**config.mk**
```make
export PLATFORM = sky130hd
export DESIGN_NAME = uart_fifo_line_modem_control
export DESIGN_NICKNAME = d
export VERILOG_FILES = /design/src/hdl/uart_ctl_pkg.sv /design/src/hdl/uart_fifo_line_modem_control.sv
export VERILOG_INCLUDE_DIRS = /design/src /design/src/hdl
export SDC_FILE = /design/constraint.sdc
export NUM_CORES = 1
export LEC_CHECK = 0
export ABC_AREA = 1
export BUFFER_PORTS_ARGS = -buffer_cell sky130_fd_sc_hd__buf_2
export CAP_MARGIN = 40
export CORE_MARGIN = 2
export CORE_UTILIZATION = 58
export CTS_BUF_LIST = sky130_fd_sc_hd__clkbuf_8
export DETAILED_ROUTE_END_ITERATION = 8
export PLACE_DENSITY_LB_ADDON = 0.15
export SYNTH_ARGS = -nofsm -noshare
export SYNTH_HDL_FRONTEND = slang
export SYNTH_SLANG_ARGS = --single-unit
```
**constraint.sdc**
```tcl
create_clock -name aclk -period 3.5 [get_ports aclk]
set_input_delay 0.525 -clock aclk [delete_from_list [all_inputs] [get_ports aclk]]
set_output_delay 0.525 -clock aclk [all_outputs]
set_load 0.01 [all_outputs]
```
**src/hdl/uart_ctl_defines.svh**
```systemverilog
// Register offsets, field positions and reset values for the UART control block
`ifndef UART_CTL_DEFINES_SVH
`define UART_CTL_DEFINES_SVH
`define OFS_FIFO_CONTROL   8'h00
`define OFS_LINE_FORMAT    8'h04
`define OFS_MODEM_CONTROL  8'h08
`define OFS_ENHANCED       8'h0c
`define OFS_FEATURE        8'h10
`define OFS_TRIGGER_LEVEL  8'h14
`define OFS_ALT_FUNCTION   8'h18
`define OFS_STATUS         8'h1c
`define FIFO_CTL_EN      0
`define FIFO_CTL_RXRST   1
`define FIFO_CTL_TXRST   2
`define FIFO_CTL_DMA     3
`define FIFO_CTL_TXSEL   5:4
`define FIFO_CTL_RXSEL   7:6
`define ENH_FEAT_ON      4
`define ENH_AUTO_RTS     6
`define FEAT_HALF_DUPLEX 3
`define FEAT_TABLE       5:4
`define FEAT_TRIG_WHICH  7
`define MODEM_DTR        0
`define MODEM_RTS        1
`define MODEM_RING       2
`define MODEM_GOUT2      3
`define MODEM_LOOP       4
`define MODEM_XANY       5
`define MODEM_IR         6
`define MODEM_PRESC      7
`define LINE_PAR_EN      3
`define LINE_EVEN        4
`define LINE_FORCE       5
`define LINE_BREAK       6
`define LINE_DLAB        7
`define RESET_BYTE  8'h00
`define RESP_OKAY   2'b00
`define RESP_SLVERR 2'b10
`define PRESC_LAST  2'h3
`endif

```
**src/hdl/uart_ctl_pkg.sv**
```systemverilog
// Types shared by the UART FIFO, line and modem control block
package uart_ctl_pkg;
    typedef enum logic [1:0] {
        TBL_A = 2'b00,
        TBL_B = 2'b01,
        TBL_C = 2'b10,
        TBL_D = 2'b11
    } trig_table_t;
    typedef enum logic [1:0] {
        BUS_IDLE = 2'b00,
        BUS_RESP = 2'b01
    } bus_state_t;
    typedef struct packed {
        logic       fifo_en;
        logic       dma_mode;
        logic [1:0] tx_sel;
        logic [1:0] rx_sel;
        logic       rx_fifo_reset;
        logic       tx_fifo_reset;
    } fifo_cfg_t;
    typedef struct packed {
        logic       dlab;
        logic       brk;
        logic       force_par;
        logic       even_par;
        logic       par_en;
        logic       stop2;
        logic [1:0] wlen;
    } line_cfg_t;
    typedef struct packed {
        logic [5:0] data_bits;
        logic [1:0] stop_halves_m2;
        logic       par_en;
        logic       par_forced;
        logic       par_forced_val;
        logic       par_even;
    } frame_fmt_t;
    typedef struct packed {
        fifo_cfg_t   fifo;
        line_cfg_t   line;
        logic [7:0]  modem;
        logic [7:0]  enh;
        logic [7:0]  feat;
        logic [7:0]  alt;
        logic [7:0]  rx_prog;
        logic [7:0]  tx_prog;
        trig_table_t table_sel;
        bus_state_t  wst;
        bus_state_t  rst;
        logic        aw_hold;
        logic        w_hold;
        logic [7:0]  aw_addr;
        logic [31:0] w_data;
        logic [3:0]  w_strb;
        logic [1:0]  bresp;
        logic [1:0]  rresp;
        logic [31:0] rdata;
        logic [1:0]  presc_cnt;
        logic        presc_tick;
        logic [1:0]  mdm_in_s1;
        logic [1:0]  mdm_in_s2;
    } state_t;
endpackage

```
**src/hdl/uart_fifo_line_modem_control.sv**
```systemverilog
// FIFO, line format and modem control registers of one UART channel
//
// Added by the designer: the placing of the registers and the AXI4-Lite register port.
`include "uart_ctl_defines.svh"
//
// Overview of operation
// - Other FIFO control bits are ignored unless the write also sets FIFO enable.
// - Receive or transmit FIFO reset pulses once, shift registers untouched.
// - DMA mode bit selects normal or DMA behaviour of ready pins.
// - Transmit trigger select writable only with enhanced functions enabled.
// - Receive trigger select sets the receive FIFO trigger level.
// - Last written trigger table selection applies to both directions.
// - Tables A, B, C give fixed receive and transmit trigger levels.
// - Table D uses programmable levels; feature bit selects which one is written.
// - Word length bits give five to eight data bits.
// - Stop select gives one, one and a half, or two stop bits.
// - Parity enable adds parity; type bit chooses odd or even.
// - Forced parity fixes the bit at one or zero by type bit.
// - Break bit holds the serial output low until cleared.
// - Divisor access bit steers shared addresses to divisor registers.
// - Modem bit 0 drives terminal-ready pin with inverted sense.
// - Modem bit 1 drives request-to-send low, unless automatic RTS or half-duplex control overrides.
// - Modem bit 2 drives no pin, feeds looped ring indicator.
// - Modem bit 3 drives general output two when alternate field is 00.
// - Modem bit 4 selects internal loopback.
// - Xon-any lets any received character resume halted transmission.
// - Infrared bit routes serial data through the encoder, idle low.
// - Prescaler bit divides the baud generator clock by four.
module uart_fifo_line_modem_control
    import uart_ctl_pkg::*;
(
    input  wire logic        aclk,
    input  wire logic        aresetn,
    input  wire logic [7:0]  s_axi_awaddr,
    input  wire logic        s_axi_awvalid,
    output logic             s_axi_awready,
    input  wire logic [31:0] s_axi_wdata,
    input  wire logic [3:0]  s_axi_wstrb,
    input  wire logic        s_axi_wvalid,
    output logic             s_axi_wready,
    output logic [1:0]       s_axi_bresp,
    output logic             s_axi_bvalid,
    input  wire logic        s_axi_bready,
    input  wire logic [7:0]  s_axi_araddr,
    input  wire logic        s_axi_arvalid,
    output logic             s_axi_arready,
    output logic [31:0]      s_axi_rdata,
    output logic [1:0]       s_axi_rresp,
    output logic             s_axi_rvalid,
    input  wire logic        s_axi_rready,
    input  wire logic        auto_rts_level,
    input  wire logic        half_duplex_level,
    input  wire logic        tx_serial_raw,
    input  wire logic        tx_ir_raw,
    input  wire logic        rx_serial_pin,
    input  wire logic        rx_char_strobe,
    input  wire logic        xon_xoff_match,
    output fifo_cfg_t        fifo_cfg,
    output frame_fmt_t       frame_fmt,
    output logic [7:0]       rx_trigger,
    output logic [7:0]       tx_trigger,
    output logic             divisor_select,
    output logic             tx_serial_pin,
    output logic             rx_serial_core,
    output logic             ir_mode,
    output logic             loopback,
    output logic             loop_ring,
    output logic             loop_carrier,
    output logic             dtr_n_pin,
    output logic             rts_n_pin,
    output logic             general_output_two,
    output logic             xon_any_resume,
    output logic             rx_char_store,
    output logic             baud_clk_en
);

    state_t st;
    state_t next_st;

    ////////////////////////////////////////////////////////////////////////////
    // Helpers

    // Fixed table lookup; table D is handled by the caller
    function automatic logic [7:0] rx_level(input trig_table_t t, input logic [1:0] s);
        logic [7:0] v;
        v = 8'h01;
        case (t)
            TBL_A:   v = (s == 2'b00) ? 8'h01 : (s == 2'b01) ? 8'h04 :
                         (s == 2'b10) ? 8'h08 : 8'h0e;
            TBL_B:   v = (s == 2'b00) ? 8'h08 : (s == 2'b01) ? 8'h10 :
                         (s == 2'b10) ? 8'h18 : 8'h1c;
            TBL_C:   v = (s == 2'b00) ? 8'h08 : (s == 2'b01) ? 8'h10 :
                         (s == 2'b10) ? 8'h38 : 8'h3c;
            default: v = 8'h01;
        endcase
        return v;
    endfunction

    function automatic logic [7:0] tx_level(input trig_table_t t, input logic [1:0] s);
        logic [7:0] v;
        v = 8'h01;
        case (t)
            TBL_A:   v = 8'h01;
            TBL_B:   v = (s == 2'b00) ? 8'h10 : (s == 2'b01) ? 8'h08 :
                         (s == 2'b10) ? 8'h18 : 8'h1e;
            TBL_C:   v = (s == 2'b00) ? 8'h08 : (s == 2'b01) ? 8'h10 :
                         (s == 2'b10) ? 8'h20 : 8'h38;
            default: v = 8'h01;
        endcase
        return v;
    endfunction

    // Byte-lane merge of the low byte only; upper lanes hold nothing
    function automatic logic [7:0] merge_byte(input logic [7:0] old, input logic [31:0] d,
                                              input logic [3:0] strb);
        return strb[0] ? d[7:0] : old;
    endfunction

    ////////////////////////////////////////////////////////////////////////////
    // Next-state logic

    logic       wr_fire;
    logic [7:0] wb;
    logic       enh_on;

    always_comb begin
        next_st = st;
        wr_fire = 1'b0;
        wb      = `RESET_BYTE;
        enh_on  = st.enh[`ENH_FEAT_ON];
        // FIFO reset bits self-clear the cycle after they are seen
        next_st.fifo.rx_fifo_reset = 1'b0;
        next_st.fifo.tx_fifo_reset = 1'b0;

        // Address and data accepted independently, in either order
        if (st.wst == BUS_IDLE) begin
            if (s_axi_awvalid && !st.aw_hold) begin
                next_st.aw_hold = 1'b1;
                next_st.aw_addr = s_axi_awaddr;
            end
            if (s_axi_wvalid && !st.w_hold) begin
                next_st.w_hold = 1'b1;
                next_st.w_data = s_axi_wdata;
                next_st.w_strb = s_axi_wstrb;
            end
            if (st.aw_hold && st.w_hold) begin
                wr_fire = 1'b1;
            end
        end else if (s_axi_bready) begin
            next_st.wst = BUS_IDLE;
        end

        if (wr_fire) begin
            next_st.wst     = BUS_RESP;
            next_st.aw_hold = 1'b0;
            next_st.w_hold  = 1'b0;
            next_st.bresp   = `RESP_OKAY;
            case (st.aw_addr)
                `OFS_FIFO_CONTROL: begin
                    wb = merge_byte(`RESET_BYTE, st.w_data, st.w_strb);
                    if (st.w_strb[0]) begin
                        next_st.fifo.fifo_en = wb[`FIFO_CTL_EN];
                        // Other bits only land when enable is written as one
                        if (wb[`FIFO_CTL_EN]) begin
                            next_st.fifo.rx_fifo_reset = wb[`FIFO_CTL_RXRST];
                            next_st.fifo.tx_fifo_reset = wb[`FIFO_CTL_TXRST];
                            next_st.fifo.dma_mode      = wb[`FIFO_CTL_DMA];
                            next_st.fifo.rx_sel        = wb[`FIFO_CTL_RXSEL];
                            if (enh_on) begin
                                next_st.fifo.tx_sel = wb[`FIFO_CTL_TXSEL];
                            end
                        end
                    end
                end
                `OFS_LINE_FORMAT: begin
                    next_st.line = merge_byte(st.line, st.w_data, st.w_strb);
                end
                `OFS_MODEM_CONTROL: begin
                    wb = merge_byte(st.modem, st.w_data, st.w_strb);
                    // Upper modem bits need enhanced functions to change
                    next_st.modem[4:0] = wb[4:0];
                    if (enh_on) begin
                        next_st.modem[7:5] = wb[7:5];
                    end
                end
                `OFS_ENHANCED: begin
                    next_st.enh = merge_byte(st.enh, st.w_data, st.w_strb);
                end
                `OFS_FEATURE: begin
                    wb = merge_byte(st.feat, st.w_data, st.w_strb);
                    next_st.feat = wb;
                    // Table select here counts as the latest choice for both sides
                    if (st.w_strb[0]) begin
                        next_st.table_sel = trig_table_t'(wb[`FEAT_TABLE]);
                    end
                end
                `OFS_TRIGGER_LEVEL: begin
                    wb = merge_byte(`RESET_BYTE, st.w_data, st.w_strb);
                    if (st.w_strb[0]) begin
                        if (st.feat[`FEAT_TRIG_WHICH]) begin
                            next_st.tx_prog = wb;
                        end else begin
                            next_st.rx_prog = wb;
                        end
                    end
                end
                `OFS_ALT_FUNCTION: begin
                    next_st.alt = merge_byte(st.alt, st.w_data, st.w_strb);
                end
                `OFS_STATUS: begin
                    next_st.bresp = `RESP_SLVERR;
                end
                default: begin
                    next_st.bresp = `RESP_SLVERR;
                end
            endcase
        end

        // Read channel: one outstanding read
        if (st.rst == BUS_IDLE) begin
            if (s_axi_arvalid) begin
                next_st.rst   = BUS_RESP;
                next_st.rresp = `RESP_OKAY;
                next_st.rdata = '0;
                case (s_axi_araddr)
                    `OFS_FIFO_CONTROL:  next_st.rresp = `RESP_SLVERR;
                    `OFS_LINE_FORMAT:   next_st.rdata[7:0] = st.line;
                    `OFS_MODEM_CONTROL: next_st.rdata[7:0] = st.modem;
                    `OFS_ENHANCED:      next_st.rdata[7:0] = st.enh;
                    `OFS_FEATURE:       next_st.rdata[7:0] = st.feat;
                    `OFS_TRIGGER_LEVEL: next_st.rdata[7:0] =
                        st.feat[`FEAT_TRIG_WHICH] ? st.tx_prog : st.rx_prog;
                    `OFS_ALT_FUNCTION:  next_st.rdata[7:0] = st.alt;
                    `OFS_STATUS:        next_st.rdata[7:0] =
                        {st.fifo.fifo_en, st.fifo.fifo_en, st.table_sel,
                         st.fifo.dma_mode, rts_n_pin, dtr_n_pin, tx_serial_pin};
                    default:            next_st.rresp = `RESP_SLVERR;
                endcase
            end
        end else if (s_axi_rready) begin
            next_st.rst = BUS_IDLE;
        end

        // The table is chosen only through the feature register, so a FIFO
        // control write never moves it; both directions read the one table.
        // Keeping a single table register stops the two sides drifting apart
        // when software reprograms the level of only one direction.

        // Prescaler: enable every cycle, or every fourth when divide-by-four
        next_st.presc_cnt  = st.presc_cnt + 2'h1;
        next_st.presc_tick = (st.modem[`MODEM_PRESC] && enh_on) ?
                             (st.presc_cnt == `PRESC_LAST) : 1'b1;

        // Synchronise the external serial input; the low bit is tied to zero
        next_st.mdm_in_s1 = {rx_serial_pin, 1'b0};
        next_st.mdm_in_s2 = st.mdm_in_s1;
    end

    ////////////////////////////////////////////////////////////////////////////
    // State register

    always_ff @(posedge aclk) begin
        if (!aresetn) begin
            st <= '0;
        end else begin
            st <= next_st;
        end
    end

    ////////////////////////////////////////////////////////////////////////////
    // Bus outputs: ready when idle and the channel slot is free

    assign s_axi_awready = (st.wst == BUS_IDLE) && !st.aw_hold;
    assign s_axi_wready  = (st.wst == BUS_IDLE) && !st.w_hold;
    assign s_axi_bvalid  = (st.wst == BUS_RESP);
    assign s_axi_bresp   = st.bresp;
    assign s_axi_arready = (st.rst == BUS_IDLE);
    assign s_axi_rvalid  = (st.rst == BUS_RESP);
    assign s_axi_rdata   = st.rdata;
    assign s_axi_rresp   = st.rresp;

    ////////////////////////////////////////////////////////////////////////////
    // Configuration outputs

    logic en_ir;
    logic en_xany;
    assign en_ir   = st.enh[`ENH_FEAT_ON] && st.modem[`MODEM_IR];
    assign en_xany = st.enh[`ENH_FEAT_ON] && st.modem[`MODEM_XANY];

    assign fifo_cfg       = st.fifo;
    assign divisor_select = st.line.dlab;

    // Table D takes both levels from the programmable registers
    assign rx_trigger = (st.table_sel == TBL_D) ? st.rx_prog :
                        rx_level(st.table_sel, st.fifo.rx_sel);
    assign tx_trigger = (st.table_sel == TBL_D) ? st.tx_prog :
                        tx_level(st.table_sel, st.fifo.tx_sel);

    // Frame format decoded once for both serial engines
    always_comb begin
        frame_fmt.data_bits      = 6'd5 + {4'h0, st.line.wlen};
        frame_fmt.stop_halves_m2 = !st.line.stop2 ? 2'd0 :
                                   (st.line.wlen == 2'b00) ? 2'd1 : 2'd2;
        frame_fmt.par_en         = st.line.par_en;
        frame_fmt.par_even       = st.line.even_par;
        frame_fmt.par_forced     = st.line.par_en && st.line.force_par;
        frame_fmt.par_forced_val = !st.line.even_par;
    end

    // Break dominates; infrared idles low, loopback keeps the pin at mark, or low when infrared is on
    assign ir_mode        = en_ir;
    assign loopback       = st.modem[`MODEM_LOOP];
    assign tx_serial_pin  = st.line.brk ? 1'b0 :
                            st.modem[`MODEM_LOOP] ? (en_ir ? 1'b0 : 1'b1) :
                            (en_ir ? tx_ir_raw : tx_serial_raw);
    assign rx_serial_core = st.modem[`MODEM_LOOP] ? (en_ir ? tx_ir_raw : tx_serial_raw)
                                                  : st.mdm_in_s2[1];
    assign loop_ring      = st.modem[`MODEM_RING];
    assign loop_carrier   = st.modem[`MODEM_GOUT2];

    // Modem pins are inactive high; loopback parks them inactive
    assign dtr_n_pin = st.modem[`MODEM_LOOP] ? 1'b1 : !st.modem[`MODEM_DTR];
    assign rts_n_pin = st.modem[`MODEM_LOOP] ? 1'b1 :
                       (st.enh[`ENH_AUTO_RTS] ? auto_rts_level :
                        st.feat[`FEAT_HALF_DUPLEX] ? half_duplex_level :
                        !st.modem[`MODEM_RTS]);
    assign general_output_two = (st.alt[2:1] == 2'b00 && !st.modem[`MODEM_LOOP]) ?
                                !st.modem[`MODEM_GOUT2] : 1'b1;

    // Xon-any: resume on any char, store unless it is a flow-control char
    assign xon_any_resume = en_xany && rx_char_strobe;
    assign rx_char_store  = rx_char_strobe && !(xon_xoff_match && st.enh[3:0] != 4'h0);
    assign baud_clk_en    = st.presc_tick;

    ////////////////////////////////////////////////////////////////////////////
    // Assertions

    logic [0:0] en_presc_hold;
    assign en_presc_hold[0] = st.modem[`MODEM_PRESC] && st.enh[`ENH_FEAT_ON];

    AST_FIFO_GATE: assert property (@(posedge aclk) disable iff (!aresetn)
        !st.fifo.fifo_en |=> !st.fifo.rx_fifo_reset && !st.fifo.tx_fifo_reset ||
        $rose(st.fifo.fifo_en))
        else $error("fifo reset set without enable");
    AST_RST_PULSE: assert property (@(posedge aclk) disable iff (!aresetn)
        st.fifo.rx_fifo_reset |=> !st.fifo.rx_fifo_reset)
        else $error("rx fifo reset did not self clear");
    AST_BREAK: assert property (@(posedge aclk) disable iff (!aresetn)
        st.line.brk |-> !tx_serial_pin)
        else $error("break not holding line low");
    AST_DTR: assert property (@(posedge aclk) disable iff (!aresetn)
        !loopback |-> dtr_n_pin == !st.modem[`MODEM_DTR])
        else $error("dtr pin sense wrong");
    AST_PRESC: assert property (@(posedge aclk) disable iff (!aresetn)
        // The first tick after switching the divider on may still be an undivided one
        (en_presc_hold[0] && $past(en_presc_hold[0]) && baud_clk_en) |=>
        (!baud_clk_en || !en_presc_hold[0]) [*3])
        else $error("prescaler tick too close");
    AST_TBL_A_TX: assert property (@(posedge aclk) disable iff (!aresetn)
        st.table_sel == TBL_A |-> tx_trigger == 8'h01)
        else $error("table A transmit level wrong");
    AST_STOP: assert property (@(posedge aclk) disable iff (!aresetn)
        !st.line.stop2 |-> frame_fmt.stop_halves_m2 == 2'd0)
        else $error("stop bits wrong");
    AST_FORCE: assert property (@(posedge aclk) disable iff (!aresetn)
        frame_fmt.par_forced |-> frame_fmt.par_forced_val != st.line.even_par)
        else $error("forced parity value wrong");
    AST_BVALID: assert property (@(posedge aclk) disable iff (!aresetn)
        s_axi_bvalid && !s_axi_bready |=> s_axi_bvalid)
        else $error("bvalid dropped early");

    COV_WRITE: cover property (@(posedge aclk) disable iff (!aresetn) s_axi_bvalid && s_axi_bready);
    COV_READ:  cover property (@(posedge aclk) disable iff (!aresetn) s_axi_rvalid && s_axi_rready);
    COV_TBL_D: cover property (@(posedge aclk) disable iff (!aresetn) st.table_sel == TBL_D);
    COV_LOOP:  cover property (@(posedge aclk) disable iff (!aresetn) loopback && st.line.brk);

endmodule

```
# Yosys cells after proc, flatten, opt, wreduce, memory -nomap -nowiden
# Cells that the tools add are included.
[word_totals] regBits=134 input_bits=66 elab_cells=164
[op_classes] n_addsub=2 eq_ne=24 muxes=46 bitwise=2 reduce_logical=53
[op_table] cell="$eq A8 B5 Y1 const B" count=7
[op_table] cell="$pmux W8 S7" count=1
[op_table] cell="$mux W8" count=5
[op_table] cell="$eq A8 B4 Y1 const B" count=4
[op_table] cell="$mux W6" count=4
[op_table] cell="$mux W5" count=4
[op_table] cell="$pmux W6 S3" count=1
[op_table] cell="$reduce_and A3 Y1" count=6
[op_table] cell="$eq A8 B3 Y1 const B" count=2
[op_table] cell="$mux W1" count=16
[op_table] cell="$reduce_and A4 Y1" count=4
[op_table] cell="$logic_not A2 Y1" count=7
[op_table] cell="$mux W2" count=7
[op_table] cell="$reduce_or A7 Y1" count=2
[op_table] cell="$logic_and A1 B1 Y1" count=13
[op_table] cell="$mux W3" count=4
[op_table] cell="$mux W4" count=3
[op_table] cell="$pmux W6 S2" count=1
[op_table] cell="$reduce_and A2 Y1" count=6
[op_table] cell="$eq A2 B2 Y1 const B" count=5
[op_table] cell="$reduce_and A5 Y1" count=2
[op_table] cell="$eq A2 B1 Y1 const B" count=4
[op_table] cell="$logic_not A1 Y1" count=8
[op_table] cell="$logic_not A8 Y1" count=1
[op_table] cell="7 further kinds" count=10

# Longest topological paths before layout
[depth] depth_word=6 depth_mapped=10

# Worst setup path after synthesis
# Ideal clock, no wire load.
[synth_path] kind="register to output" startpoint="register st, in the netlist fifo_cfg[4]" endpoint="output tx_trigger[5]" arrival_time_ns=1.211 path_slack_ns=1.764 stages_incl_launch_ff=4 n_path_buf=0 path_cell_list="dfxtp_1 > inv_1 > ha_1 > o41ai_1"
[synth_between] elab_chain_len=5 word_cells_on_any_way=6 classes_between="eq/ne: 1; mux: 4; reduce/logical: 1"
[synth_lines] item="start: declaration" line="uart_fifo_line_modem_control.sv:77" text="state_t st;"
[synth_lines] item="start signal: assignment" line="uart_fifo_line_modem_control.sv:266" text="st <= next_st;"
[synth_lines] item="$eq A2 B1 Y1" line="uart_fifo_line_modem_control.sv:106" text="TBL_C: v = (s == 2'b00) ? 8'h08 : (s == 2'b01) ? 8'h10 :"
[synth_lines] item="$mux W6" line="uart_fifo_line_modem_control.sv:106"
[synth_lines] item="$mux W6 (*)" line="uart_fifo_line_modem_control.sv:106"
[synth_lines] item="$pmux W6 S2 (*)" line="uart_fifo_line_modem_control.sv:102" text="case (t)"
[synth_lines] item="$mux W8 (*)" line="uart_fifo_line_modem_control.sv:296" text="assign tx_trigger = (st.table_sel == TBL_D) ? st.tx_prog :"
[synth_lines] item="end: declaration" line="uart_fifo_line_modem_control.sv:61" text="output logic [7:0] tx_trigger,"
# Every way passes the cells marked *; elsewhere a longest branch is shown, timed or not.

# Worst setup path after layout
[layout_path] startpoint="register st[93] (netlist name)" endpoint="output rx_trigger[2]"
[layout_between] elab_chain_len=3 word_cells_on_any_way=6 classes_between="eq/ne: 3; mux: 2; reduce/logical: 1"
[layout_lines] item="$eq A2 B2 Y1 (tied with other cells)" line="uart_fifo_line_modem_control.sv:87" text="case (t)"
[layout_lines] item="$pmux W6 S3" line="uart_fifo_line_modem_control.sv:87"
[layout_lines] item="$mux W8 (*)" line="uart_fifo_line_modem_control.sv:294" text="assign rx_trigger = (st.table_sel == TBL_D) ? st.rx_prog :"
[layout_lines] item="end: declaration" line="uart_fifo_line_modem_control.sv:60" text="output logic [7:0] rx_trigger,"
# Marked as above.

==> flow_summary.json <==
{
  "outcome": "finished clean",
  "die-area_sq_mm": 0.009751,
  "power_report.internal_total_mw": 1.515,
  "clk_pin_slew_ns": 0.10,
  "dp_hpwl_microns": 9832,
  "cts_hold_buffers": 0,
  "synth.area.mux_share_pct": 0,
  "synth.yosys.seq_area_share_pct": 39.22,
  "synthAdderAreaFrac_pct": 2.884,
  "critical_path_class": "reg -> out",
  "gp_routability_congestion": 0.9318,
  "die_w_microns": 98.75,
  "critical_path.startpoint_type": "flip-flop",
  "drive_above_1_share_pct": 17.43,
  "static-leakage-power_nw": 2.636,
  "clock-sinks": 102,
  "timing.final.hold_violations": 0,
  "r2r_slack_ns": 1.55,
  "placeableCoreArea_sq_mm": 0.008721,
  "post_drt_via_cell_ratio": 5.378,
  "simple_gate_portion_of_the_synthesized_area_pct": 22.09,
  "detailroute.wirelength.met2_microns": 6166,
  "clock.fmax_mhz": 363.0,
  "synth.area.top_cells": "sky130_fd_sc_hd__dfxtp_1 39%, sky130_fd_sc_hd__nand2_1 9.0%, sky130_fd_sc_hd__o21ai_0 7.7%",
  "worst_r2r_path_depth": 7,
  "fin_skew_ns": 0.004967,
  "final_common_cell": "sky130_fd_sc_hd__nand2_1",
  "sw_frac_of_total_pct": 28.95,
  "final-setup-viol-count": 0,
  "drt-pass1-iter-count": 5,
  "power.sequential.fraction_pct": 56.8,
  "crit_fanout": 14,
  "clkPwrFrac_pct": 33.4,
  "first_iter_violations": 317,
  "io_buffers": 100,
  "final_cell_mix": "125 x sky130_fd_sc_hd__nand2_1, 102 x sky130_fd_sc_hd__dfxtp_1, 100 x sky130_fd_sc_hd__buf_2",
  "drc": 0,
  "yosysTopAreaCell": "sky130_fd_sc_hd__dfxtp_1",
  "synth_area_per_cell_sq_um": 7.103,
  "final-max-slew-violation-count": 0,
  "postSynthRegisterBits": 102,
  "antenna_violations_before_repair": 0,
  "instances_no_fill": 911,
  "fp-row-count": 34,
  "ir_worst_vdd_v": 0.0002637,
  "yosys_warnings": 0,
  "cp_depth": 6,
  "critPathTopFamily": "buffers and inverters",
  "synth-compound-area-share_pct": 19.49,
  "floorplan.die.height_microns": 98.75,
  "detail_route.wl_per_cell_microns": 14.65,
  "final_period_minus_worst_setup_slack_ns": 2.755,
  "cts_tree": "yes",
  "route.antenna.remaining_nets": 0,
  "crit_path_cell_trace": "ha_1, clkinv_1, nand2_1, nor2_1, a21oi_1, buf_2",
  "pin_count": 156,
  "worstHoldPathType": "in -> reg",
  "synthesis_to_layout_area_growth_pct": 8.508,
  "route.layer.met1.wl_microns": 5986,
  "post-synth-top-area-fraction_pct": 39.22,
  "clk-insertion-delay-late_ns": 0.38,
  "numCtsBuffers": 9,
  "setup_tns_ns": 0,
  "max_cap_violations": 0,
  "max-clock-path-buffers": 2,
  "comb_power_share_pct": 9.7,
  "timing.critical_path.from": "st[93]",
  "place_inst": 896,
  "post_synth_instance_area_sq_mm": 0.005206,
  "global_route_wire_length_before_repair_microns": 21330,
  "maximum_number_of_pins_on_one_net_before_global_route_repair": 42,
  "worst_path_largest_cell_delay_ns": 0.51,
  "finalNetCount": 877,
  "tightestPinTransition_ns": 0.8236,
  "cts_repair_resize_count": 0,
  "start_util_pct": 59.70,
  "post_synthesis_share_of_cell_area_spent_on_xor_and_xnor_gates_pct": 0,
  "rr_endpoint": "st[141]",
  "cp_data_required_time_ns": 2.97,
  "antenna_cells_inserted": 0,
  "worstSetupEndpoint": "rx_trigger[2]",
  "power_density_mw_per_mm2": 377.4,
  "worst_setup_path_end_kind": "output pin",
  "totalWireLength_microns": 13350,
  "maxUsedRoutingLayer": "met4",
  "cp.buffers_inverters": 2,
  "fillers": 802,
  "grt_util_all_layers_pct": 27.32,
  "rsz0062_at_grt": "no",
  "slew_headroom_pct": 44.89,
  "cts_h_tree_depth": 3,
  "clock_tree.root_cell": "sky130_fd_sc_hd__clkbuf_8",
  "wl_met3_microns": 926,
  "finalPower_mw": 2.132,
  "post_synth_num_cell_types": 37,
  "syn_inst": 733,
  "startpoint_of_the_worst_register_to_register_path": "st[87]",
  "detailroute.via_count": 4899,
  "period_share_pct": 78.71,
  "globalRoute.totalOverflow": 0,
  "largest_family_of_logic_cells_by_synthesized_area": "simple AND/OR/NAND/NOR gates",
  "cp.arrival_ns": 2.23,
  "post-cts-setup-buffers": 0,
  "slowest_cell_on_crit_path": "sky130_fd_sc_hd__ha_1",
  "grt_pass1_vias": 4429,
  "power_switching_uw": 617.1
}
==> state kept, by name, summed over array words and instances, names as in the netlist <==
name / count
divisor_select: 1
st: 75
loop_carrier: 1
enh_on: 1
baud_clk_en: 1
next_st: 1
s_axi_bresp: 1
s_axi_rresp: 1
loop_ring: 1
frame_fmt: 2
fifo_cfg: 8
loopback: 1
s_axi_rdata: 8
==> routing by layer <==
layer / global-route usage (%) / vias to the layer above
met1: 37.29 / 2245
met4: 7.587 / 0
met5: 0 / -
met2: 44.49 / 193
met3: 5.177 / 20
li1: - / 2441
==> cells in the mapped netlist, drive strengths merged <==
master and number:
o41ai 1, o22ai 4, nor3 8, conb 1, clkbuf 13, a31oi 1
o21ai 83, inv 90, o2111ai 2, o32ai 1, nand3 47, a22o 2
nand4 2, o211ai 1, o21a 1, dfxtp 102, a211oi 12, nor2 80
clkinv 1, a21oi 79, ha 12, nand3b 1, buf 63, nand2 126
==> area by class of cell <==
cell class | count | area [sq um] | area share (%)
multi-input cells | 491 | 2420 | 42.83
flip-flops and latches | 102 | 2042 | 36.15
repair buffers | 104 | 530.5 | 9.391
inverters | 91 | 341.6 | 6.047
well taps | 108 | 135.1 | 2.392
clock buffers | 9 | 123.9 | 2.193
clock inverters | 6 | 56.30 | 0.9967
==> power by group through the flow <==
stage | logic (mW) | clock network [mW] | registers (mW)
3_5_place_dp | 0.205 | 0 | 1.24
3_3_place_gp | 0.201 | 0 | 1.24
5_1_grt | 0.233 | 0.763 | 1.22
4_1_cts | 0.206 | 0.712 | 1.21
6_report | 0.208 | 0.712 | 1.21
2_1_floorplan | 0.161 | 0 | 1.23
==> worst register-to-register path, delay by kind of cell (launching register included) <==
kind / cells / cell delay (ns)
compound gates: 2 / 0.27
buf+inv: 1 / 0.06
flops: 1 / 0.37
simple gates: 4 / 1.15
==> cells by family after synthesis <==
kind of cell,count (synthesis)
other cells,1
compound gates,187
flops,102
fa+ha+maj,12
simple gates,264
buf+inv,167
==> worst min path at each step <==
stage	startpoint	to	slack [ns]	cells after the start
after global placement	next_st[1]	st[1]	0.40	2
after detailed placement	next_st[1]	st[1]	0.41	2
final	rx_serial_pin	next_st[1]	0.32	3
after CTS	rx_serial_pin	next_st[1]	0.32	3
after global routing	rx_serial_pin	next_st[1]	0.34	3
after floorplan	next_st[1]	st[1]	0.39	2
==> stage by stage <==
step / setup WS, ns / cell area, sq um / hold slack, ns / util, %
after global routing: 0.6157 / 5649 / 0.3448 / 64.78
after detailed placement: 1.186 / 5469 / 0.4066 / 62.71
final: 0.7452 / 5649 / 0.3208 / 64.78
after floorplan: 1.764 / 5308 / 0.3905 / -
after global placement: 1.224 / 5469 / 0.3978 / 62.71
after CTS: 0.8184 / 5649 / 0.3206 / 64.78
No activity file was read; power rests on OpenSTA's default activity.
